--- config.mk ---
export PLATFORM = sky130hd
export DESIGN_NAME = ezram_top
export DESIGN_NICKNAME = d
export VERILOG_FILES = /design/src/ezram_pkg.sv /design/src/ezram_dpram.sv /design/src/ezram_ptr_pair.sv /design/src/ezram_top.sv
export VERILOG_INCLUDE_DIRS = /design/src
export SDC_FILE = /design/constraint.sdc
export NUM_CORES = 1
export LEC_CHECK = 0
export BUFFER_PORTS_ARGS = -buffer_cell sky130_fd_sc_hd__buf_2
export CAP_MARGIN = 20
export CELL_PAD_IN_SITES_DETAIL_PLACEMENT = 0
export CELL_PAD_IN_SITES_GLOBAL_PLACEMENT = 1
export CORE_UTILIZATION = 50
export CTS_CLUSTER_DIAMETER = 200
export CTS_CLUSTER_SIZE = 12
export DETAILED_ROUTE_END_ITERATION = 16
export GPL_ROUTABILITY_DRIVEN = 0
export PLACE_DENSITY = 0.73
export SYNTH_ARGS = -nofsm -noshare
export SYNTH_HDL_FRONTEND = slang
export SYNTH_HIERARCHICAL = 1
export SYNTH_SLANG_ARGS = --single-unit
--- constraint.sdc ---
create_clock -name CLK -period 3.7 [get_ports CLK]
set_input_delay 0.925 -clock CLK [delete_from_list [all_inputs] [get_ports CLK]]
set_output_delay 0.925 -clock CLK [all_outputs]
set_load 0.01 [all_outputs]
--- src/ezram_params.svh ---
// constants for the shared ram pointer block
`ifndef EZRAM_PARAMS_SVH
`define EZRAM_PARAMS_SVH

// ****************************************
// register offsets
// ****************************************
`define OFS_BUS_CURRENT_POINTER 8'hcc
`define OFS_HOST_BASE_POINTER 8'hcd
`define OFS_HOST_CURRENT_POINTER 8'hce
`define OFS_HOST_BUFFER_PORT 8'hcf

// ****************************************
// field layout and reset values
// ****************************************
`define PTR_W 5
`define PTR_MSB 4
`define BUF_DEPTH 32
`define DATA_W 8
`define PTR_RESET 5'h00
`define DATA_RESET 8'h00
`define PTR_PAD_W 3

`endif

--- src/ezram_pkg.sv ---
// types shared by the shared ram pointer block
package ezram_pkg;

    // ****************************************
    // bus side transaction phase
    // ****************************************
    typedef enum logic [1:0] {
        BUS_IDLE = 2'b00,
        BUS_WAIT_BASE = 2'b01,
        BUS_WRITE_DATA = 2'b10,
        BUS_READ_DATA = 2'b11
    } bus_phase_t;

    typedef logic [4:0] ptr_t;
    typedef logic [7:0] byte_t;

endpackage

--- src/ezram_dpram.sv ---
// two port byte ram shared by the bus side and the cpu side
module ezram_dpram #(
    parameter int DW = 8,
    parameter int AW = 5,
    parameter int DEPTH = 32
) (
    // clock
    input wire logic clk,
    // bus port
    input wire logic a_we,
    input wire logic [AW-1:0] a_addr,
    input wire logic [DW-1:0] a_wdata,
    output logic [DW-1:0] a_rdata,
    // cpu port
    input wire logic b_we,
    input wire logic [AW-1:0] b_addr,
    input wire logic [DW-1:0] b_wdata,
    output logic [DW-1:0] b_rdata
);

    // contents are not initialised; unwritten cells read undefined
    logic [DW-1:0] mem [DEPTH];

    // ****************************************
    // writes: both ports in one cycle, bus port wins a same address clash
    // ****************************************
    always_ff @(posedge clk) begin
        if (b_we && !(a_we && (a_addr == b_addr))) begin
            mem[b_addr] <= b_wdata;
        end
        if (a_we) begin
            mem[a_addr] <= a_wdata;
        end
    end

    // reads are combinational so the caller can register them once
    assign a_rdata = mem[a_addr];
    assign b_rdata = mem[b_addr];

endmodule

--- src/ezram_ptr_pair.sv ---
// base pointer with its auto incrementing current pointer
module ezram_ptr_pair #(
    parameter int PW = 5
) (
    // clock and reset
    input wire logic clk,
    input wire logic rst_n,
    // control
    input wire logic base_load,
    input wire logic [PW-1:0] base_val,
    input wire logic restart,
    input wire logic incr,
    // pointers
    output logic [PW-1:0] base_q,
    output logic [PW-1:0] cur_q
);

    // ****************************************
    // base pointer, changed only by a load
    // ****************************************
    always_ff @(posedge clk or negedge rst_n) begin
        if (!rst_n) begin
            base_q <= '0;
        end else if (base_load) begin
            base_q <= base_val;
        end
    end

    // load beats restart, restart beats increment; natural wrap at the top
    always_ff @(posedge clk or negedge rst_n) begin
        if (!rst_n) begin
            cur_q <= '0;
        end else if (base_load) begin
            cur_q <= base_val;
        end else if (restart) begin
            cur_q <= base_q;
        end else if (incr) begin
            cur_q <= cur_q + {{(PW-1){1'b0}}, 1'b1};
        end
    end

endmodule

--- src/ezram_top.sv ---
// pointer and access logic of the 32 byte shared ram in ram emulation mode
//
// What this block does
// - loading the bus base pointer loads the bus current pointer with it.
// - bus current pointer increments after each completed data byte.
// - every bus data byte uses the location of the bus current pointer.
// - each start condition reloads bus current pointer from bus base pointer.
// - bus current pointer is cpu read only and resets to zero.
// - cpu base pointer is cpu read write, changed only by writes, resets zero.
// - writing cpu base pointer copies the value into cpu current pointer.
// - first data port access after a base write uses the new base.
// - cpu current pointer read only, resets zero, increments per port access.
// - reading the data port returns the byte at cpu current pointer.
// - writing the data port stores the byte at cpu current pointer.
// - unwritten ram locations read undefined; ram is not initialised.
// - first written byte after the address becomes the bus base pointer.
// - bus base pointer changes only in a write; reads reuse it.
// - the ram looks like 32 bytes to the master and never stalls.
`include "ezram_params.svh"

module ezram_top (
    // clock and reset
    input wire logic CLK,
    input wire logic RSTN,
    // mode
    input wire logic RAM_MODE,
    // cpu register port
    input wire logic [7:0] CPU_ADDR,
    input wire logic CPU_WR,
    input wire logic CPU_RD,
    input wire ezram_pkg::byte_t CPU_WDATA,
    output ezram_pkg::byte_t CPU_RDATA,
    // bus side events from the serial engine
    input wire logic BUS_START,
    input wire logic BUS_STOP,
    input wire logic BUS_ADDR_MATCH,
    input wire logic BUS_READ,
    input wire logic BUS_BYTE_DONE,
    input wire ezram_pkg::byte_t BUS_WDATA,
    // bus side results
    output ezram_pkg::byte_t BUS_RDATA,
    output logic BUS_BUSY,
    output logic BUS_DIR_READ
);
    import ezram_pkg::*;

    // ****************************************
    // internal signals
    // ****************************************
    bus_phase_t phase_q;
    bus_phase_t phase_d;
    ptr_t bus_base;
    ptr_t bus_cur;
    ptr_t host_base;
    ptr_t host_cur;
    byte_t bus_ram_rdata;
    byte_t host_ram_rdata;
    byte_t cpu_rdata_q;
    byte_t cpu_rdata_d;
    byte_t bus_rdata_q;
    logic bus_busy_q;
    logic bus_dir_q;
    logic bus_base_load;
    logic bus_restart;
    logic bus_incr;
    logic bus_ram_we;
    logic host_base_load;
    logic host_port_hit;
    logic host_incr;
    logic host_ram_we;

    // decodes a register offset against the cpu address
    function automatic logic addr_is(input logic [7:0] a, input logic [7:0] ofs);
        addr_is = (a == ofs);
    endfunction

    // ****************************************
    // bus side phase tracking
    // ****************************************
    // start wins over any byte completion in the same cycle
    always_comb begin
        phase_d = phase_q;
        if (!RAM_MODE) begin
            phase_d = BUS_IDLE;
        end else if (BUS_START || BUS_STOP) begin
            phase_d = BUS_IDLE;
        end else begin
            case (phase_q)
                BUS_IDLE: begin
                    if (BUS_ADDR_MATCH) begin
                        phase_d = BUS_READ ? BUS_READ_DATA : BUS_WAIT_BASE;
                    end
                end
                BUS_WAIT_BASE: begin
                    if (BUS_BYTE_DONE) begin
                        phase_d = BUS_WRITE_DATA;
                    end
                end
                BUS_WRITE_DATA: phase_d = BUS_WRITE_DATA;
                BUS_READ_DATA: phase_d = BUS_READ_DATA;
                default: phase_d = BUS_IDLE;
            endcase
        end
    end

    always_ff @(posedge CLK or negedge RSTN) begin
        if (!RSTN) begin
            phase_q <= BUS_IDLE;
        end else begin
            phase_q <= phase_d;
        end
    end

    // ****************************************
    // bus side pointer control
    // ****************************************
    // the first byte of a write is the base, never ram data
    assign bus_base_load = RAM_MODE && !BUS_START && !BUS_STOP && BUS_BYTE_DONE
                           && (phase_q == BUS_WAIT_BASE);
    // every start, including a repeated one, rewinds to the base
    assign bus_restart = RAM_MODE && BUS_START;
    // data bytes of either direction step the pointer
    assign bus_incr = RAM_MODE && !BUS_START && !BUS_STOP && BUS_BYTE_DONE
                      && ((phase_q == BUS_WRITE_DATA) || (phase_q == BUS_READ_DATA));
    // written data lands at the current pointer, no wait states
    assign bus_ram_we = bus_incr && (phase_q == BUS_WRITE_DATA);

    ezram_ptr_pair #(
        .PW(`PTR_W)
    ) u_bus_ptr (
        .clk(CLK),
        .rst_n(RSTN),
        .base_load(bus_base_load),
        .base_val(BUS_WDATA[`PTR_MSB:0]),
        .restart(bus_restart),
        .incr(bus_incr),
        .base_q(bus_base),
        .cur_q(bus_cur)
    );

    // ****************************************
    // cpu side pointer control
    // ****************************************
    // only a cpu write moves the cpu base, and it moves the current too
    assign host_base_load = CPU_WR && addr_is(CPU_ADDR, `OFS_HOST_BASE_POINTER);
    assign host_port_hit = addr_is(CPU_ADDR, `OFS_HOST_BUFFER_PORT);
    // one step per data port access; read and write in one cycle step once
    assign host_incr = host_port_hit && (CPU_WR || CPU_RD);
    assign host_ram_we = host_port_hit && CPU_WR;

    ezram_ptr_pair #(
        .PW(`PTR_W)
    ) u_host_ptr (
        .clk(CLK),
        .rst_n(RSTN),
        .base_load(host_base_load),
        .base_val(CPU_WDATA[`PTR_MSB:0]),
        .restart(1'b0),
        .incr(host_incr),
        .base_q(host_base),
        .cur_q(host_cur)
    );

    // ****************************************
    // shared ram
    // ****************************************
    // separate ports let both sides finish in the same cycle
    ezram_dpram #(
        .DW(`DATA_W),
        .AW(`PTR_W),
        .DEPTH(`BUF_DEPTH)
    ) u_ram (
        .clk(CLK),
        .a_we(bus_ram_we),
        .a_addr(bus_cur),
        .a_wdata(BUS_WDATA),
        .a_rdata(bus_ram_rdata),
        .b_we(host_ram_we),
        .b_addr(host_cur),
        .b_wdata(CPU_WDATA),
        .b_rdata(host_ram_rdata)
    );

    // ****************************************
    // cpu read data
    // ****************************************
    // unmapped offsets read back zero; writes to read only pointers are ignored
    always_comb begin
        cpu_rdata_d = cpu_rdata_q;
        if (CPU_RD) begin
            if (addr_is(CPU_ADDR, `OFS_BUS_CURRENT_POINTER)) begin
                cpu_rdata_d = {{`PTR_PAD_W{1'b0}}, bus_cur};
            end else if (addr_is(CPU_ADDR, `OFS_HOST_BASE_POINTER)) begin
                cpu_rdata_d = {{`PTR_PAD_W{1'b0}}, host_base};
            end else if (addr_is(CPU_ADDR, `OFS_HOST_CURRENT_POINTER)) begin
                cpu_rdata_d = {{`PTR_PAD_W{1'b0}}, host_cur};
            end else if (host_port_hit) begin
                cpu_rdata_d = host_ram_rdata;
            end else begin
                cpu_rdata_d = `DATA_RESET;
            end
        end
    end

    always_ff @(posedge CLK or negedge RSTN) begin
        if (!RSTN) begin
            cpu_rdata_q <= `DATA_RESET;
        end else begin
            cpu_rdata_q <= cpu_rdata_d;
        end
    end

    // ****************************************
    // bus read data and status
    // ****************************************
    // byte at the bus current pointer, refreshed every cycle
    always_ff @(posedge CLK or negedge RSTN) begin
        if (!RSTN) begin
            bus_rdata_q <= `DATA_RESET;
        end else begin
            bus_rdata_q <= bus_ram_rdata;
        end
    end

    // busy from address match to stop, with the transfer direction
    always_ff @(posedge CLK or negedge RSTN) begin
        if (!RSTN) begin
            bus_busy_q <= 1'b0;
            bus_dir_q <= 1'b0;
        end else if (!RAM_MODE || BUS_STOP) begin
            bus_busy_q <= 1'b0;
            bus_dir_q <= 1'b0;
        end else if (BUS_ADDR_MATCH && !BUS_START) begin
            bus_busy_q <= 1'b1;
            bus_dir_q <= BUS_READ;
        end
    end

    assign CPU_RDATA = cpu_rdata_q;
    assign BUS_RDATA = bus_rdata_q;
    assign BUS_BUSY = bus_busy_q;
    assign BUS_DIR_READ = bus_dir_q;

endmodule

==> summary.txt <==
Run status
  – Status: complete, no violations

Worst setup path
  – Critical Path Sink Type: flip-flop
  – Setup Crit Path Kind: reg -> reg
  – CP top delay family: simple AND/OR/NAND/NOR gates
  – Max incr delay on CP: approximately 990 ps
  – CP Max Fanout: 16
  – CP Launch Type: flip-flop
  – CP Depth: 8
  – R2R cell count: 8
  – WP data required: roughly 4200 ps
  – CP Buf/Inv Count: 2
  – CP Data Arrival Time: approximately 4000 ps
  – CP dominant cell by count: buf_4
  – Cells along the critical path: buf_4 -> nand4bb_1 -> o22ai_1 -> nor4_1 -> buf_4 -> nand2_1 -> mux4_2 -> a22o_1
  – Crit-path slowest cell: dfrtp_1

Global routing
  – Vias in the first global route: about 12000
  – GRT Resource Usage Total: 0.340
  – Initial antenna violation count: 1
  – First-pass GRT wire length: just under 90 mm
  – Largest net degree at the start of global routing: roughly 50
  – GRT overflow: 0

Timing
  – Hold Worst Slack: 258 ps
  – Setup Viol. Count Final: 0
  – Fin Clk Skew: 21.0 ps
  – Fmax: approximately 290 MHz
  – Worst relative slew slack: 0.280
  – Final worst path period share: 0.939
  – Hold Vio Cnt, Final: 0
  – Worst-Margin Slew: 1080 ps
  – TNS Setup: 0 ps
  – Minimum clock period: about 3500 ps
  – Final Max Tran Viols: 0
  – RSZ-0062 raised after global routing: no

Pwr
  – Sw frac: 0.307
  – Comb pwr share: 0.230
  – PnR Total Power: 8.55 mW
  – Seq pwr share: 0.446
  – Clk pwr share: 0.323
  – Pwr per Cell Area: around 430 mW/mm^2
  – Net Sw Power: approximately 2.6 mW
  – P_int: about 6 mW
  – VDD IR max: 0.389 mV
  – P_leak: about 8.3 nW

Final layout
  – Area grow syn2layout: 9.85%
  – Nets: about 1500
  – Diode count: 0
  – Layout cell share with drive strength beyond 1: 0.335
  – Post-route insts no fill: between 1500 and 2000
  – Final instance area: between 0.015 and 0.02 sq mm

CTS
  – # H-tree levels: 1
  – Post-CTS Repair Setup Buffers: 0
  – CTS tree: built
  – Clock tree buffer depth: 3
  – Post-CTS Hold Buffers: 0
  – Post-CTS Resized: 0
  – Root Driver: clkbuf_16
  – CTS clk-pin slew, worst paths: approximately 70 ps
  – Clk sinks: approximately 300
  – Inserted Clock Buffers: 28
  – Worst-skew pair later-pin latency: roughly 580 ps

Routing
  – Wire per inst: 32.5 microns
  – Via count: around 13000
  – Final wirelength: 62.4 mm
  – Remaining antenna violation count after routing: 0
  – DRC: 0
  – First-pass detailed-route iteration total: 6
  – Vias/cell: ~6.9
  – Iteration-0 DRC Markers: 1996

Placement
  – Placed cell areas: 0.0190 sq mm
  – Placed Cells: 1865
  – DP HPWL: 41.6 mm
  – PortBufs: about 50

Logic synthesis
  – Mapped Cells: ~1400
  – Post-synth top flop: edfxtp_1
  – Sequential-to-total area share from yosys stat: 0.481
  – Asr flop ratio synth: 0.135
  – EDFF count, synth: 256
  – Distinct cells, synth: 66
  – Mapped Nets: between 1000 and 1500
  – Syn_area_per_cell: about 13 sq um
  – Area of the mapped netlist: around 0.018 sq mm
  – Yosys reg bits: a little under 300
  – YS warnings: 6

Die
  – Die Span X: around 190 microns
  – Initial core utilization: 0.508
  – I/O pin count: 52
  – Die area: between 0.03 and 0.04 sq mm
  – Die H: approximately 190 microns
  – Core Rows: just under 70
  – Core box area: between 0.03 and 0.04 sq mm

Worst hold path
  – Worst hold path type: in -> async

Flow run
  – Max-cap viol count: 0
==> worst reg2reg max path, delay by kind of cell (launching register included) <==
| family | cells | cell delay (ps) |
|---|---|---|
| buffers and inverters | 2 | 510 |
| flip-flops | 1 | 990 |
| multiplexers | 1 | 460 |
| AND/OR/NAND/NOR | 3 | 1030 |
| AO/OA/AOI/OAI | 2 | 370 |
==> cell usage in the layout, fill, tap and decap left out, types with 4 or more instances in the layout <==
cell,synthesis,layout
a21oi_1,13,13
a22o_1,5,5
and3_1,5,5
buf_12,0,8
buf_2,37,56
buf_4,7,76
clkbuf_1,74,19
clkbuf_16,0,30
dfrtp_1,40,37
edfxtp_1,256,256
ha_1,6,6
inv_1,30,30
mux2_1,10,10
mux2_2,246,246
mux2i_1,261,261
mux4_2,5,5
nand2_1,33,33
nand2_2,10,10
nand2b_1,6,6
nand3_1,8,8
nand3_2,6,6
nand3b_1,5,5
nand4b_1,8,8
nand4bb_1,7,7
nor2_1,5,5
nor2_2,5,5
nor2_4,8,8
nor2b_4,4,4
nor3_1,4,4
nor3_4,6,6
nor4_1,36,35
o21ai_0,14,14
o22ai_1,128,128
o31a_1,4,4
o31ai_1,32,32
or4b_2,5,5
or4bb_1,5,5
xor2_1,10,10
==> stage by stage <==
step                      utilization  setup slack (ps)
after floorplan                     -               612
after global placement          0.534               282
after detailed placement        0.534               225
after CTS                       0.557               423
after global routing            0.558               235
final                           0.558               225
==> layer usage <==
layer,vias to the layer above,part of all wire,global-route usage
li1,5555,-,-
met1,6655,0.41,0.492
met2,842,0.43,0.503
met3,148,0.11,0.0508
met4,2,0.049,0.147
met5,-,0.00014,0
==> flip-flops by register name, summed over array words and instances (netlist names) <==
register           cells
u_ram/mem            256
BUS_RDATA              8
CPU_RDATA              8
u_bus_ptr/base_q       5
u_bus_ptr/cur_q        5
u_host_ptr/base_q      5
u_host_ptr/cur_q       5
phase_q                2
BUS_BUSY               1
BUS_DIR_READ           1
==> power by group through the flow <==
| stage | Sequential, mW | Clock, mW | Combinational [mW] |
|---|---|---|---|
| after global placement | 3.88 | 0 | 1.87 |
| after CTS | 3.81 | 2.79 | 1.89 |
| final | 3.82 | 2.76 | 1.97 |
| after detailed placement | 3.88 | 0 | 1.89 |
| after floorplan | 3.85 | 0 | 1.18 |
| after global routing | 3.82 | 2.91 | 2.02 |
==> Yosys cell counts (4+ instances only) <==
| master | n | share of area |
|---|---|---|
| mux2i_1 | 261 | 0.14 |
| edfxtp_1 | 256 | 0.43 |
| mux2_2 | 246 | 0.15 |
| o22ai_1 | 128 | 0.044 |
| clkbuf_1 | 74 | 0.015 |
| dfrtp_1 | 40 | 0.055 |
| buf_2 | 37 | 0.010 |
| nor4_1 | 36 | 0.012 |
| nand2_1 | 33 | 0.0069 |
| o31ai_1 | 32 | 0.013 |
| inv_1 | 30 | 0.0062 |
| o21ai_0 | 14 | 0.0039 |
| a21oi_1 | 13 | 0.0036 |
| mux2_1 | 10 | 0.0062 |
| nand2_2 | 10 | 0.0035 |
| xor2_1 | 10 | 0.0048 |
| buf_6 | 8 | 0.0050 |
| nand3_1 | 8 | 0.0022 |
| nand4b_1 | 8 | 0.0039 |
| nor2_4 | 8 | 0.0050 |
| buf_1 | 7 | 0.0015 |
| buf_4 | 7 | 0.0029 |
| nand4bb_1 | 7 | 0.0044 |
| ha_1 | 6 | 0.0042 |
| nand2b_1 | 6 | 0.0021 |
| nand3_2 | 6 | 0.0033 |
| nor3_4 | 6 | 0.0054 |
| a22o_1 | 5 | 0.0024 |
| and3_1 | 5 | 0.0017 |
| mux4_2 | 5 | 0.0062 |
| nand3b_1 | 5 | 0.0021 |
| nor2_1 | 5 | 0.0010 |
| nor2_2 | 5 | 0.0017 |
| or4b_2 | 5 | 0.0028 |
| or4bb_1 | 5 | 0.0031 |
| nor2b_4 | 4 | 0.0030 |
| nor3_1 | 4 | 0.0011 |
| o31a_1 | 4 | 0.0019 |
==> path summary, 6_finish.rpt <==
kind | end | slack [ps] | from
min in group CLK | CPU_RDATA[4] | 510 | CPU_RDATA[4]
worst min register to register | CPU_RDATA[4] | 510 | CPU_RDATA[4]
worst min-delay path | phase_q[1] | 260 | RSTN
worst max-delay path | CPU_RDATA[1] | 220 | u_host_ptr/cur_q[0]
worst max register to register | CPU_RDATA[1] | 220 | u_host_ptr/cur_q[0]
max in group asynchronous | u_host_ptr/cur_q[1] | 2920 | RSTN
==> area by class of cell <==
| type | instances | area, sq um |
|---|---|---|
| Sequential cell | 296 | 8700 |
| Clock buffer | 49 | 822 |
| Multi-Input combinational cell | 944 | 8620 |
| Inverter | 30 | 113 |
| Timing Repair Buffer | 141 | 1020 |
| Tap cell | 461 | 577 |
| Fill cell | 2997 | 15700 |
==> kinds of logic (layout without fill, tap and decap cells) <==
logic type | after synthesis | in the layout | synth area share
compound gates | 207 | 207 | 0.0742
xor+xnor | 11 | 11 | 0.00533
fa+ha+maj | 6 | 6 | 0.00415
buf+inv | 165 | 220 | 0.0422
flops | 296 | 296 | 0.481
mux | 524 | 524 | 0.312
other cells | 1 | 1 | 0.000208
simple gates | 195 | 195 | 0.0810
(Power assumes the default switching activity.)
